==> config.mk <==
export PLATFORM = sky130hd
export DESIGN_NAME = bams_top
export DESIGN_NICKNAME = d
export VERILOG_FILES = /design/src/rtl/bams_pkg.sv /design/src/rtl/bams_reg_if.sv /design/src/rtl/bams_axil.sv /design/src/rtl/bams_top.sv
export VERILOG_INCLUDE_DIRS = /design/src /design/src/rtl
export SDC_FILE = /design/constraint.sdc
export NUM_CORES = 1
export LEC_CHECK = 0
export BUFFER_PORTS_ARGS = -buffer_cell sky130_fd_sc_hd__clkbuf_2
export CORE_MARGIN = 4
export CORE_UTILIZATION = 45
export CTS_CLUSTER_DIAMETER = 80
export DETAILED_ROUTE_END_ITERATION = 10
export GPL_ROUTABILITY_DRIVEN = 1
export GPL_TIMING_DRIVEN = 1
export MAX_ROUTING_LAYER = met4
export PLACE_DENSITY = 0.84
export SLEW_MARGIN = 10
export SYNTH_ARGS = -nofsm -noshare
export SYNTH_HDL_FRONTEND = slang
export SYNTH_SLANG_ARGS = --single-unit
==> constraint.sdc <==
create_clock -name aclk -period 4 [get_ports aclk]
set_input_delay 0.6 -clock aclk [delete_from_list [all_inputs] [get_ports aclk]]
set_output_delay 0.6 -clock aclk [all_outputs]
set_load 0.05 [all_outputs]
==> src/rtl/bams_params.svh <==
// Purpose: address map, bit positions and counts of the abort and mailbox status block
// Assumes: 32-bit AXI4-Lite register bus, one aligned word per register
// Notes:   included by every design file that needs a number
`ifndef BAMS_PARAMS_SVH
`define BAMS_PARAMS_SVH

`define BAMS_ADDR_W        8
`define BAMS_DATA_W        32
`define BAMS_STRB_W        4

`define BAMS_OFF_ICS       8'h00
`define BAMS_OFF_EVT       8'h04
`define BAMS_OFF_MASK      8'h08
`define BAMS_OFF_RCNT      8'h0C

`define BAMS_BIT_MBEN      3
`define BAMS_BIT_DM_ABT    24
`define BAMS_BIT_DMA0_ABT  25
`define BAMS_BIT_DMA1_ABT  26
`define BAMS_BIT_RTY_ABT   27
`define BAMS_BIT_MB_LO     28

`define BAMS_N_MBOX        4
`define BAMS_N_EVT         8
`define BAMS_EVT_DM        0
`define BAMS_EVT_DMA0      1
`define BAMS_EVT_DMA1      2
`define BAMS_EVT_RTY       3
`define BAMS_EVT_MB_LO     4

`define BAMS_RETRY_LIMIT   256
`define BAMS_CNT_W         9

`define BAMS_RESP_OKAY     2'h0
`define BAMS_RESP_SLVERR   2'h2

`endif

==> src/rtl/bams_pkg.sv <==
// Purpose: types shared by the abort and mailbox status block
// Assumes: numbers live in bams_params.svh
// Notes:   bus owner is one-hot so an idle bus is simply no code
package bams_pkg;

  typedef enum logic [2:0] {
    BAMS_OWN_DM   = 3'h1,
    BAMS_OWN_DMA0 = 3'h2,
    BAMS_OWN_DMA1 = 3'h4
  } bams_owner_t;

endpackage : bams_pkg

==> src/rtl/bams_reg_if.sv <==
// Purpose: register access strobes between the bus slave and the register file
// Assumes: one write pulse per accepted write, read decode is combinational
// Notes:   hit flags come back from the register file for the bus response
`timescale 1ns/100ps
`include "bams_params.svh"
interface bams_reg_if;
  logic                       wr_pulse;
  logic [`BAMS_ADDR_W-1:0]    wr_addr;
  logic [`BAMS_DATA_W-1:0]    wr_data;
  logic [`BAMS_STRB_W-1:0]    wr_strb;
  logic                       wr_hit;
  logic [`BAMS_ADDR_W-1:0]    rd_addr;
  logic [`BAMS_DATA_W-1:0]    rd_data;
  logic                       rd_hit;

  modport bus  (output wr_pulse, wr_addr, wr_data, wr_strb, rd_addr, input wr_hit, rd_data, rd_hit);
  modport regs (input wr_pulse, wr_addr, wr_data, wr_strb, rd_addr, output wr_hit, rd_data, rd_hit);
endinterface : bams_reg_if

==> src/rtl/bams_axil.sv <==
// Purpose: AXI4-Lite slave front end of the status block
// Assumes: one write and one read outstanding at most
// Notes:   write fires in the same cycle that both address and data are held
`timescale 1ns/100ps
`include "bams_params.svh"
module bams_axil import bams_pkg::*; (
  // clock and reset
  input  wire logic                    aclk,
  input  wire logic                    aresetn,
  // write address and data
  input  wire logic [`BAMS_ADDR_W-1:0] awaddr,
  input  wire logic                    awvalid,
  output logic                         awready,
  input  wire logic [`BAMS_DATA_W-1:0] wdata,
  input  wire logic [`BAMS_STRB_W-1:0] wstrb,
  input  wire logic                    wvalid,
  output logic                         wready,
  // write response
  output logic [1:0]                   bresp,
  output logic                         bvalid,
  input  wire logic                    bready,
  // read
  input  wire logic [`BAMS_ADDR_W-1:0] araddr,
  input  wire logic                    arvalid,
  output logic                         arready,
  output logic [`BAMS_DATA_W-1:0]      rdata,
  output logic [1:0]                   rresp,
  output logic                         rvalid,
  input  wire logic                    rready,
  // register file side
  bams_reg_if.bus                      rif
);
  logic                      aw_held_r;
  logic                      w_held_r;
  logic [`BAMS_ADDR_W-1:0]   awaddr_r;
  logic [`BAMS_DATA_W-1:0]   wdata_r;
  logic [`BAMS_STRB_W-1:0]   wstrb_r;
  logic                      awready_r;
  logic                      wready_r;
  logic                      bvalid_r;
  logic [1:0]                bresp_r;
  logic                      arready_r;
  logic                      rvalid_r;
  logic [1:0]                rresp_r;
  logic [`BAMS_DATA_W-1:0]   rdata_r;
  wire                       aw_hs = awvalid && awready_r;
  wire                       w_hs  = wvalid && wready_r;
  wire                       ar_hs = arvalid && arready_r;
  wire                       fire  = aw_held_r && w_held_r;

  assign rif.wr_pulse = fire;
  assign rif.wr_addr  = awaddr_r;
  assign rif.wr_data  = wdata_r;
  assign rif.wr_strb  = wstrb_r;
  assign rif.rd_addr  = araddr;
  assign awready      = awready_r;
  assign wready       = wready_r;
  assign bvalid       = bvalid_r;
  assign bresp        = bresp_r;
  assign arready      = arready_r;
  assign rvalid       = rvalid_r;
  assign rresp        = rresp_r;
  assign rdata        = rdata_r;

  always_ff @(posedge aclk) begin
    if (!aresetn) begin
      aw_held_r <= 1'b0;
      awready_r <= 1'b1;
      awaddr_r  <= '0;
    end else if (aw_hs) begin
      aw_held_r <= 1'b1;
      awready_r <= 1'b0;
      awaddr_r  <= awaddr;
    end else if (fire) begin
      aw_held_r <= 1'b0;
    end else if (bvalid_r && bready) begin
      awready_r <= 1'b1;
    end
  end

  always_ff @(posedge aclk) begin
    if (!aresetn) begin
      w_held_r <= 1'b0;
      wready_r <= 1'b1;
      wdata_r  <= '0;
      wstrb_r  <= '0;
    end else if (w_hs) begin
      w_held_r <= 1'b1;
      wready_r <= 1'b0;
      wdata_r  <= wdata;
      wstrb_r  <= wstrb;
    end else if (fire) begin
      w_held_r <= 1'b0;
    end else if (bvalid_r && bready) begin
      wready_r <= 1'b1;
    end
  end

  always_ff @(posedge aclk) begin
    if (!aresetn) begin
      bvalid_r <= 1'b0;
      bresp_r  <= `BAMS_RESP_OKAY;
    end else if (fire) begin
      bvalid_r <= 1'b1;
      bresp_r  <= rif.wr_hit ? `BAMS_RESP_OKAY : `BAMS_RESP_SLVERR;
    end else if (bready) begin
      bvalid_r <= 1'b0;
    end
  end

  always_ff @(posedge aclk) begin
    if (!aresetn) begin
      arready_r <= 1'b1;
      rvalid_r  <= 1'b0;
      rresp_r   <= `BAMS_RESP_OKAY;
      rdata_r   <= '0;
    end else if (ar_hs) begin
      arready_r <= 1'b0;
      rvalid_r  <= 1'b1;
      rresp_r   <= rif.rd_hit ? `BAMS_RESP_OKAY : `BAMS_RESP_SLVERR;
      rdata_r   <= rif.rd_data;
    end else if (rvalid_r && rready) begin
      arready_r <= 1'b1;
      rvalid_r  <= 1'b0;
    end
  end
endmodule : bams_axil

==> src/rtl/bams_top.sv <==
// Purpose: abort owner, retry abort and mailbox-written status of a bus bridge
// Assumes: event inputs are one-cycle pulses synchronous to aclk
// Notes:   status word bits 24..27 read 0 after an event, bits 28..31 read 1
//
// Notes on behaviour
// [RQ1] Bit 24 reads 0 once an abort happened while the direct master owned the bus, and 1 from reset.
// [RQ2] Bit 25 reads 0 once an abort happened while DMA channel 0 owned the bus, and 1 from reset.
// [RQ3] Bit 26 reads 0 once an abort happened while DMA channel 1 owned the bus, and 1 from reset.
// [RQ4] Bit 27 goes to 0 when the bridge issues a target abort after 256 consecutive retries, 1 from reset.
// [RQ5] Bits 28 to 31 go to 1 when the host side writes mailbox 0 to 3, and read 0 from reset.
// [RQ6] A mailbox flag is recorded only while the mailbox enable at bit 3 is set.
`timescale 1ns/100ps
`include "bams_params.svh"
module bams_top import bams_pkg::*; #(
  parameter int RETRY_LIMIT = `BAMS_RETRY_LIMIT,
  parameter int CNT_W       = `BAMS_CNT_W
) (
  // clock and reset
  input  wire logic                       aclk,
  input  wire logic                       aresetn,
  // axi4-lite write
  input  wire logic [`BAMS_ADDR_W-1:0]    awaddr,
  input  wire logic                       awvalid,
  output logic                            awready,
  input  wire logic [`BAMS_DATA_W-1:0]    wdata,
  input  wire logic [`BAMS_STRB_W-1:0]    wstrb,
  input  wire logic                       wvalid,
  output logic                            wready,
  output logic [1:0]                      bresp,
  output logic                            bvalid,
  input  wire logic                       bready,
  // axi4-lite read
  input  wire logic [`BAMS_ADDR_W-1:0]    araddr,
  input  wire logic                       arvalid,
  output logic                            arready,
  output logic [`BAMS_DATA_W-1:0]         rdata,
  output logic [1:0]                      rresp,
  output logic                            rvalid,
  input  wire logic                       rready,
  // bridge events
  input  wire logic                       abort_evt,
  input  wire bams_owner_t                abort_owner,
  input  wire logic                       retry_evt,
  input  wire logic                       retry_clr,
  input  wire logic [`BAMS_N_MBOX-1:0]    mbox_wr,
  // outputs
  output logic                            tabort_issue,
  output logic                            irq
);
  generate
    if (RETRY_LIMIT < 2 || RETRY_LIMIT > (1 << CNT_W)) begin : g_bad_limit
      $error("bams_top: RETRY_LIMIT does not fit the retry counter");
    end
  endgenerate

  bams_reg_if rif ();

  bams_axil u_axil (
    .aclk    (aclk),
    .aresetn (aresetn),
    .awaddr  (awaddr),
    .awvalid (awvalid),
    .awready (awready),
    .wdata   (wdata),
    .wstrb   (wstrb),
    .wvalid  (wvalid),
    .wready  (wready),
    .bresp   (bresp),
    .bvalid  (bvalid),
    .bready  (bready),
    .araddr  (araddr),
    .arvalid (arvalid),
    .arready (arready),
    .rdata   (rdata),
    .rresp   (rresp),
    .rvalid  (rvalid),
    .rready  (rready),
    .rif     (rif)
  );

  logic                       mbox_en_r;
  logic [`BAMS_N_EVT-1:0]     evt_r;
  logic [`BAMS_N_EVT-1:0]     mask_r;
  logic [CNT_W-1:0]           cnt_r;
  logic [CNT_W-1:0]           cnt_nxt;
  logic                       tabort_r;
  logic                       irq_r;
  logic [`BAMS_N_EVT-1:0]     evt_set;
  logic [`BAMS_N_EVT-1:0]     evt_clr;
  logic [`BAMS_DATA_W-1:0]    ics_word;
  logic [`BAMS_DATA_W-1:0]    evt_word;
  logic [`BAMS_DATA_W-1:0]    mask_word;
  logic [`BAMS_DATA_W-1:0]    rcnt_word;

  // address decode
  wire wr_lo      = rif.wr_pulse && rif.wr_strb[0];
  wire wr_ics     = wr_lo && rif.wr_addr == `BAMS_OFF_ICS;
  wire wr_evt     = wr_lo && rif.wr_addr == `BAMS_OFF_EVT;
  wire wr_mask    = wr_lo && rif.wr_addr == `BAMS_OFF_MASK;
  wire rd_ics     = rif.rd_addr == `BAMS_OFF_ICS;
  wire rd_evt     = rif.rd_addr == `BAMS_OFF_EVT;
  wire rd_mask    = rif.rd_addr == `BAMS_OFF_MASK;
  wire rd_rcnt    = rif.rd_addr == `BAMS_OFF_RCNT;
  wire retry_hit  = retry_evt && cnt_r == CNT_W'(RETRY_LIMIT - 1);

  assign rif.wr_hit = rif.wr_addr == `BAMS_OFF_ICS || rif.wr_addr == `BAMS_OFF_EVT ||
                      rif.wr_addr == `BAMS_OFF_MASK || rif.wr_addr == `BAMS_OFF_RCNT;
  assign rif.rd_hit = rd_ics || rd_evt || rd_mask || rd_rcnt;

  // status word: abort bits active low, mailbox bits active high
  always_comb begin
    ics_word                       = '0;
    ics_word[`BAMS_BIT_MBEN]       = mbox_en_r;
    ics_word[`BAMS_BIT_DM_ABT]     = ~evt_r[`BAMS_EVT_DM];   // RQ1
    ics_word[`BAMS_BIT_DMA0_ABT]   = ~evt_r[`BAMS_EVT_DMA0]; // RQ2
    ics_word[`BAMS_BIT_DMA1_ABT]   = ~evt_r[`BAMS_EVT_DMA1]; // RQ3
    ics_word[`BAMS_BIT_RTY_ABT]    = ~evt_r[`BAMS_EVT_RTY];  // RQ4
    ics_word[`BAMS_BIT_MB_LO +: `BAMS_N_MBOX] = evt_r[`BAMS_EVT_MB_LO +: `BAMS_N_MBOX]; // RQ5
  end

  assign evt_word  = {{(`BAMS_DATA_W-`BAMS_N_EVT){1'b0}}, evt_r};
  assign mask_word = {{(`BAMS_DATA_W-`BAMS_N_EVT){1'b0}}, mask_r};
  assign rcnt_word = {{(`BAMS_DATA_W-CNT_W){1'b0}}, cnt_r};
  assign rif.rd_data = rd_ics  ? ics_word  :
                       rd_evt  ? evt_word  :
                       rd_mask ? mask_word :
                       rd_rcnt ? rcnt_word : '0;

  // event sources
  assign evt_set[`BAMS_EVT_DM]   = abort_evt && abort_owner == BAMS_OWN_DM;   // RQ1
  assign evt_set[`BAMS_EVT_DMA0] = abort_evt && abort_owner == BAMS_OWN_DMA0; // RQ2
  assign evt_set[`BAMS_EVT_DMA1] = abort_evt && abort_owner == BAMS_OWN_DMA1; // RQ3
  assign evt_set[`BAMS_EVT_RTY]  = retry_hit;                                 // RQ4
  assign evt_clr = wr_evt ? rif.wr_data[`BAMS_N_EVT-1:0] : '0;

  genvar gi;
  generate
    for (gi = 0; gi < `BAMS_N_MBOX; gi++) begin : g_mbox
      assign evt_set[`BAMS_EVT_MB_LO + gi] = mbox_wr[gi] && mbox_en_r; // RQ5 RQ6
    end
    for (gi = 0; gi < `BAMS_N_EVT; gi++) begin : g_evt
      // set beats a same-cycle clear
      always_ff @(posedge aclk) begin
        if (!aresetn) begin
          evt_r[gi] <= 1'b0;
        end else begin
          evt_r[gi] <= evt_set[gi] || (evt_r[gi] && !evt_clr[gi]);
        end
      end
    end
  endgenerate

  // consecutive retry counter, a completed transfer restarts it
  assign cnt_nxt = (retry_clr || retry_hit) ? '0 :
                   retry_evt ? cnt_r + CNT_W'(1) : cnt_r; // RQ4

  always_ff @(posedge aclk) begin
    if (!aresetn) begin
      cnt_r    <= '0;
      tabort_r <= 1'b0;
    end else begin
      cnt_r    <= cnt_nxt;
      tabort_r <= retry_hit; // RQ4
    end
  end

  always_ff @(posedge aclk) begin
    if (!aresetn) begin
      mbox_en_r <= 1'b0;
      mask_r    <= '0;
    end else begin
      if (wr_ics) mbox_en_r <= rif.wr_data[`BAMS_BIT_MBEN]; // RQ6
      if (wr_mask) mask_r <= rif.wr_data[`BAMS_N_EVT-1:0];
    end
  end

  always_ff @(posedge aclk) begin
    if (!aresetn) begin
      irq_r <= 1'b0;
    end else begin
      irq_r <= |(evt_r & mask_r);
    end
  end

  assign tabort_issue = tabort_r;
  assign irq          = irq_r;
endmodule : bams_top

Yosys cells after proc, flatten, opt, wreduce, memory -nomap -nowiden
Cells that the tools add are included.
{"block": "totals", "register_bits": 88, "input_bits": 69, "out_inout_bits": 43, "wordCells": 126}
{"block": "classes", "n_bitwise": 6, "addsub": 1, "eq_ne": 12, "mux": 20, "reduce_logical": 61}
{"operator": "8-bit by 4-bit equality test with 1-bit output (second input constant)", "count": 4}
{"operator": "32-bit 2-to-1 mux", "count": 1}
{"operator": "9-bit 2-to-1 mux", "count": 3}
{"operator": "1-bit logical AND", "count": 26}
{"operator": "8-bit by 3-bit equality test with 1-bit output (second input constant)", "count": 2}
{"operator": "8-bit zero test", "count": 2}
{"operator": "1-bit logical OR", "count": 15}
{"operator": "1-bit 2-to-1 mux", "count": 13}
{"operator": "2-bit nonzero test", "count": 6}
{"operator": "9-bit by 1-bit adder with 9-bit output (second input constant)", "count": 1}
{"operator": "9-bit by 8-bit equality test with 1-bit output (second input constant)", "count": 1}
{"operator": "8-bit AND", "count": 1}
{"operator": "1-bit zero test", "count": 8}
{"operator": "8-bit 2-to-1 mux", "count": 1}
{"operator": "8-bit OR reduction", "count": 1}
{"operator": "1-bit NOT", "count": 5}
{"operator": "2-bit 2-to-1 mux", "count": 2}
{"operator": "2-bit by 1-bit inequality test with 1-bit output (second input constant)", "count": 2}
{"operator": "2-bit AND reduction", "count": 2}
{"operator": "3-bit by 1-bit equality test with 1-bit output (second input constant)", "count": 1}
{"operator": "3-bit by 2-bit equality test with 1-bit output (second input constant)", "count": 1}
{"operator": "3-bit equality test (second input constant)", "count": 1}
{"operator": "2-bit OR reduction", "count": 1}

Depth between registers and ports, before layout
{"block": "logic_depth", "ltp_word": 7, "depth_mapped": 7, "depth_no_buf": 7}

By module
From an unflattened synthesis, not the netlist that was laid out.
{"block": "unflattened", "hier_cells": 572, "area_unflattened_um2": 5357.6}
{"mod": "bams_axil", "seq_area_each_um2": 1701.6, "cells_per_inst": 391, "n_inst": 1, "area_per_inst_um2": 3807.4}
{"mod": "bams_top", "seq_area_each_um2": 560.5, "cells_per_inst": 181, "n_inst": 1, "area_per_inst_um2": 1550.2}

Least setup slack after synthesis
No wires, ideal clock.
{"block": "synth_timing", "path_kind": "in2reg", "start": "input aresetn", "end": "register u_axil.rdata_r[24] (netlist: u_axil.rdata[24])", "arrival_time_ns": 1.687, "n_path_buf": 2, "setup_slack_ns": 2.212, "setup_time_ns": 0.101, "required_ns": 3.899, "cell_stages": 5, "cell_sequence": "clkbuf_1 a21boi_1 clkbuf_1 nand2_1 o41ai_1"}
{"element": "start: declaration", "line_no": "bams_top.sv:20", "rtl": "input wire logic aresetn,"}
{"element": "end signal: assignment", "line_no": "bams_axil.sv:121", "rtl": "rdata_r <= rif.rd_data;"}
{"element": "end: declaration", "line_no": "bams_axil.sv:45", "rtl": "logic [`BAMS_DATA_W-1:0] rdata_r;"}

==> impl_metrics.tcl <==
set metrics [dict create \
    clockBufferDepth 2 \
    vias_per_cell 5.42 \
    hpwl_mm 5.05 \
    h-tree-depth 3 \
    cp_slowest_cell "a21boi_1" \
    slew_violations 0 \
    path_max_fanout 28 \
    final-hold-violation-count 0 \
    power_mw 1.60 \
    ys_seq_area_frac 0.471 \
    leakage_nw 1.41 \
    grt_start_max_net_pins 32 \
    report.final.setup_viol 0 \
    cp-start-kind "input port" \
    async_flop_share 0 \
    grt.overflow.total 0 \
    place_ws_ps 1590 \
    finalCriticalPeriod_ps 2070 \
    slowest_delay_ps 1020 \
    grt_pass1_wl_mm 11.4 \
    synth_edf_count 0 \
    n_fill_cell 568 \
    cts-resized-gates 0 \
    cts_sinks 71 \
    clock_latency_ps 350 \
    die_w_um 89.9 \
    yosys-top-cells-area "dfxtp_1, nand2_1, a21oi_1" \
    area_growth_pct 17.9 \
    fmax_ghz 0.483 \
    tns_ps 0 \
    seq_area_sq_um 1420 \
    initial_core_util 0.470 \
    cp.arrival_ps 2300 \
    end_kind "flop" \
    clkSlewWorstSetupHoldPaths_ps 80 \
    drt.antenna.violating_nets 0 \
    vdd_drop_max_v 0.000239 \
    powerDensity_nw_per_um2 449 \
    path_cells "clkbuf_2 -> a21boi_1 -> nand2_1 -> o41ai_1" \
    synth_seq_cells 71 \
    drt_first_pass_iters 4 \
    antenna_found_initial 0 \
    wl_per_cell_um 14.3 \
    max_slew.worst_pin.slew_ps 1210 \
    route.detailed.drc 0 \
    io_pins 112 \
    drive_gt1_frac 0.216 \
    core_area_sq_um 6420 \
    critPathTopFamily "compound AO/OA/AOI/OAI gates" \
    gp_congestion 0.800 \
    outcome "finished, final reports clean" \
    synth_top_cell_by_area "dfxtp_1" \
    die-area_sq_um 8090 \
    fin_nets 468 \
    critPathKind "in -> reg" \
    cts_tree "yes" \
    synth_top_area_frac 0.471 \
    numPortBuffers 67 \
    hold_class "reg -> reg" \
    drt_iter0_drc 230 \
    synth_area_sq_um 3020 \
    skew_ps 13.6 \
    grtUsageTotal 0.174 \
    via_count 2595 \
    synthCells 337 \
    fin_ws_ps 1930 \
    max_slew_margin 0.192 \
    yosys_warnings 0 \
    multi_input_area_sq_um 1440 \
    worst-path-buf-inv 1 \
    num_antenna_cells 0 \
    post-route-period-util 0.518 \
    drv_cap 0 \
    die_h_um 89.9 \
    postCtsHoldBufs 0 \
    layout_common_cells "dfxtp_1, nand2_1, clkbuf_2" \
    grt_setup_unrepaired "false" \
    grt_pass1_vias 2490 \
    fp-row-count 29 \
    required_ps 4230 \
    ys.flop_type "dfxtp_1" \
    final_common_cell "dfxtp_1" \
    cts-root-buf "clkbuf_8" \
    cts_made_buffers 9 \
    syn_avg_cell_area_sq_um 8.96 \
    wl_mm 6.86 \
    yosysUniqueCellTypes 45 \
    post_cts_buffers 0 \
]
layer usage:
| metal | part of all wire | global-route usage | wire, um |
|---|---|---|---|
| met5 | 0 | - | 0 |
| met4 | 0.015 | 0.0791 | 104 |
| met3 | 0.067 | 0.0467 | 462 |
| met2 | 0.48 | 0.281 | 3310 |
| met1 | 0.44 | 0.205 | 2990 |
cells by family after synthesis:
family                     Yosys count  synth area share
and+or+nand+nor                    117             0.191
AOI/OAI and AO/OA                   86             0.177
DFF                                 71             0.471
buffers and inverters               38            0.0729
muxes                               18            0.0667
xor gates and xnor gates             4            0.0116
adders and majority gates            2           0.00828
other                                1           0.00124
worst paths after layout:
kind                               from          endpoint  slack, ps  depth (start not counted)
setup / recovery                aresetn  u_axil.rdata[25]       1930                          4
hold / removal          u_axil.rdata[6]   u_axil.rdata[6]        450                          2
setup reg to reg  u_axil.rif.wr_addr[0]         mask_r[7]       2100                          3
hold reg to reg         u_axil.rdata[6]   u_axil.rdata[6]        450                          2
where the power goes:
group          internal (mW)  leakage (nW)  total [mW]  switching [mW]
combinational         0.0455         0.717       0.161           0.115
clock                  0.433         0.118       0.693           0.260
sequential             0.726         0.577       0.743          0.0169
flip-flops by register name, indices dropped and copies added (netlist names):
register	count
cnt_r	9
evt_r	8
irq	1
mask_r	8
mbox_en_r	1
tabort_issue	1
u_axil.arready	1
u_axil.aw_held_r	1
u_axil.awready	1
u_axil.bresp	1
u_axil.bvalid	1
u_axil.rdata	17
u_axil.rif.wr_addr	8
u_axil.rif.wr_data	8
u_axil.rif.wr_strb	1
u_axil.rresp	1
u_axil.rvalid	1
u_axil.w_held_r	1
u_axil.wready	1
worst register-to-register path, stage by stage (launching register included):
cell     delay, ps
dfxtp_1        310
or4_4          590
nor4_4         650
mux2i_1        270
layout make-up:
type                    count  area share
repair buffers             67      0.0942
clock inverters             3      0.0253
multi-input cells         244       0.404
well taps                  77      0.0271
flip-flops and latches     71       0.399
inverters                   4     0.00808
clock buffers              13      0.0418
metrics by stage:
| step | utilization | area (sq um) | hold WS (ps) | cells |
|---|---|---|---|---|
| 6_report | 0.554 | 3560 | 452 | 479 |
| 5_1_grt | 0.554 | 3560 | 468 | 479 |
| 4_1_cts | 0.554 | 3560 | 456 | 479 |
| 3_5_place_dp | 0.517 | 3320 | 445 | 463 |
| 3_3_place_gp | 0.517 | 3320 | 437 | 463 |
| 2_1_floorplan | - | 3080 | 431 | 353 |
Yosys cell counts (5+ instances only):
cell       n
dfxtp_1   71
nand2_1   69
a21oi_1   35
buf_4     17
clkbuf_1  16
o21ai_1   15
nor2_1    12
a22oi_1   11
mux2i_1   10
mux2_1     7
nand4_1    6
a211oi_1   5
Note: power is estimated with default switching activity, not from simulation.
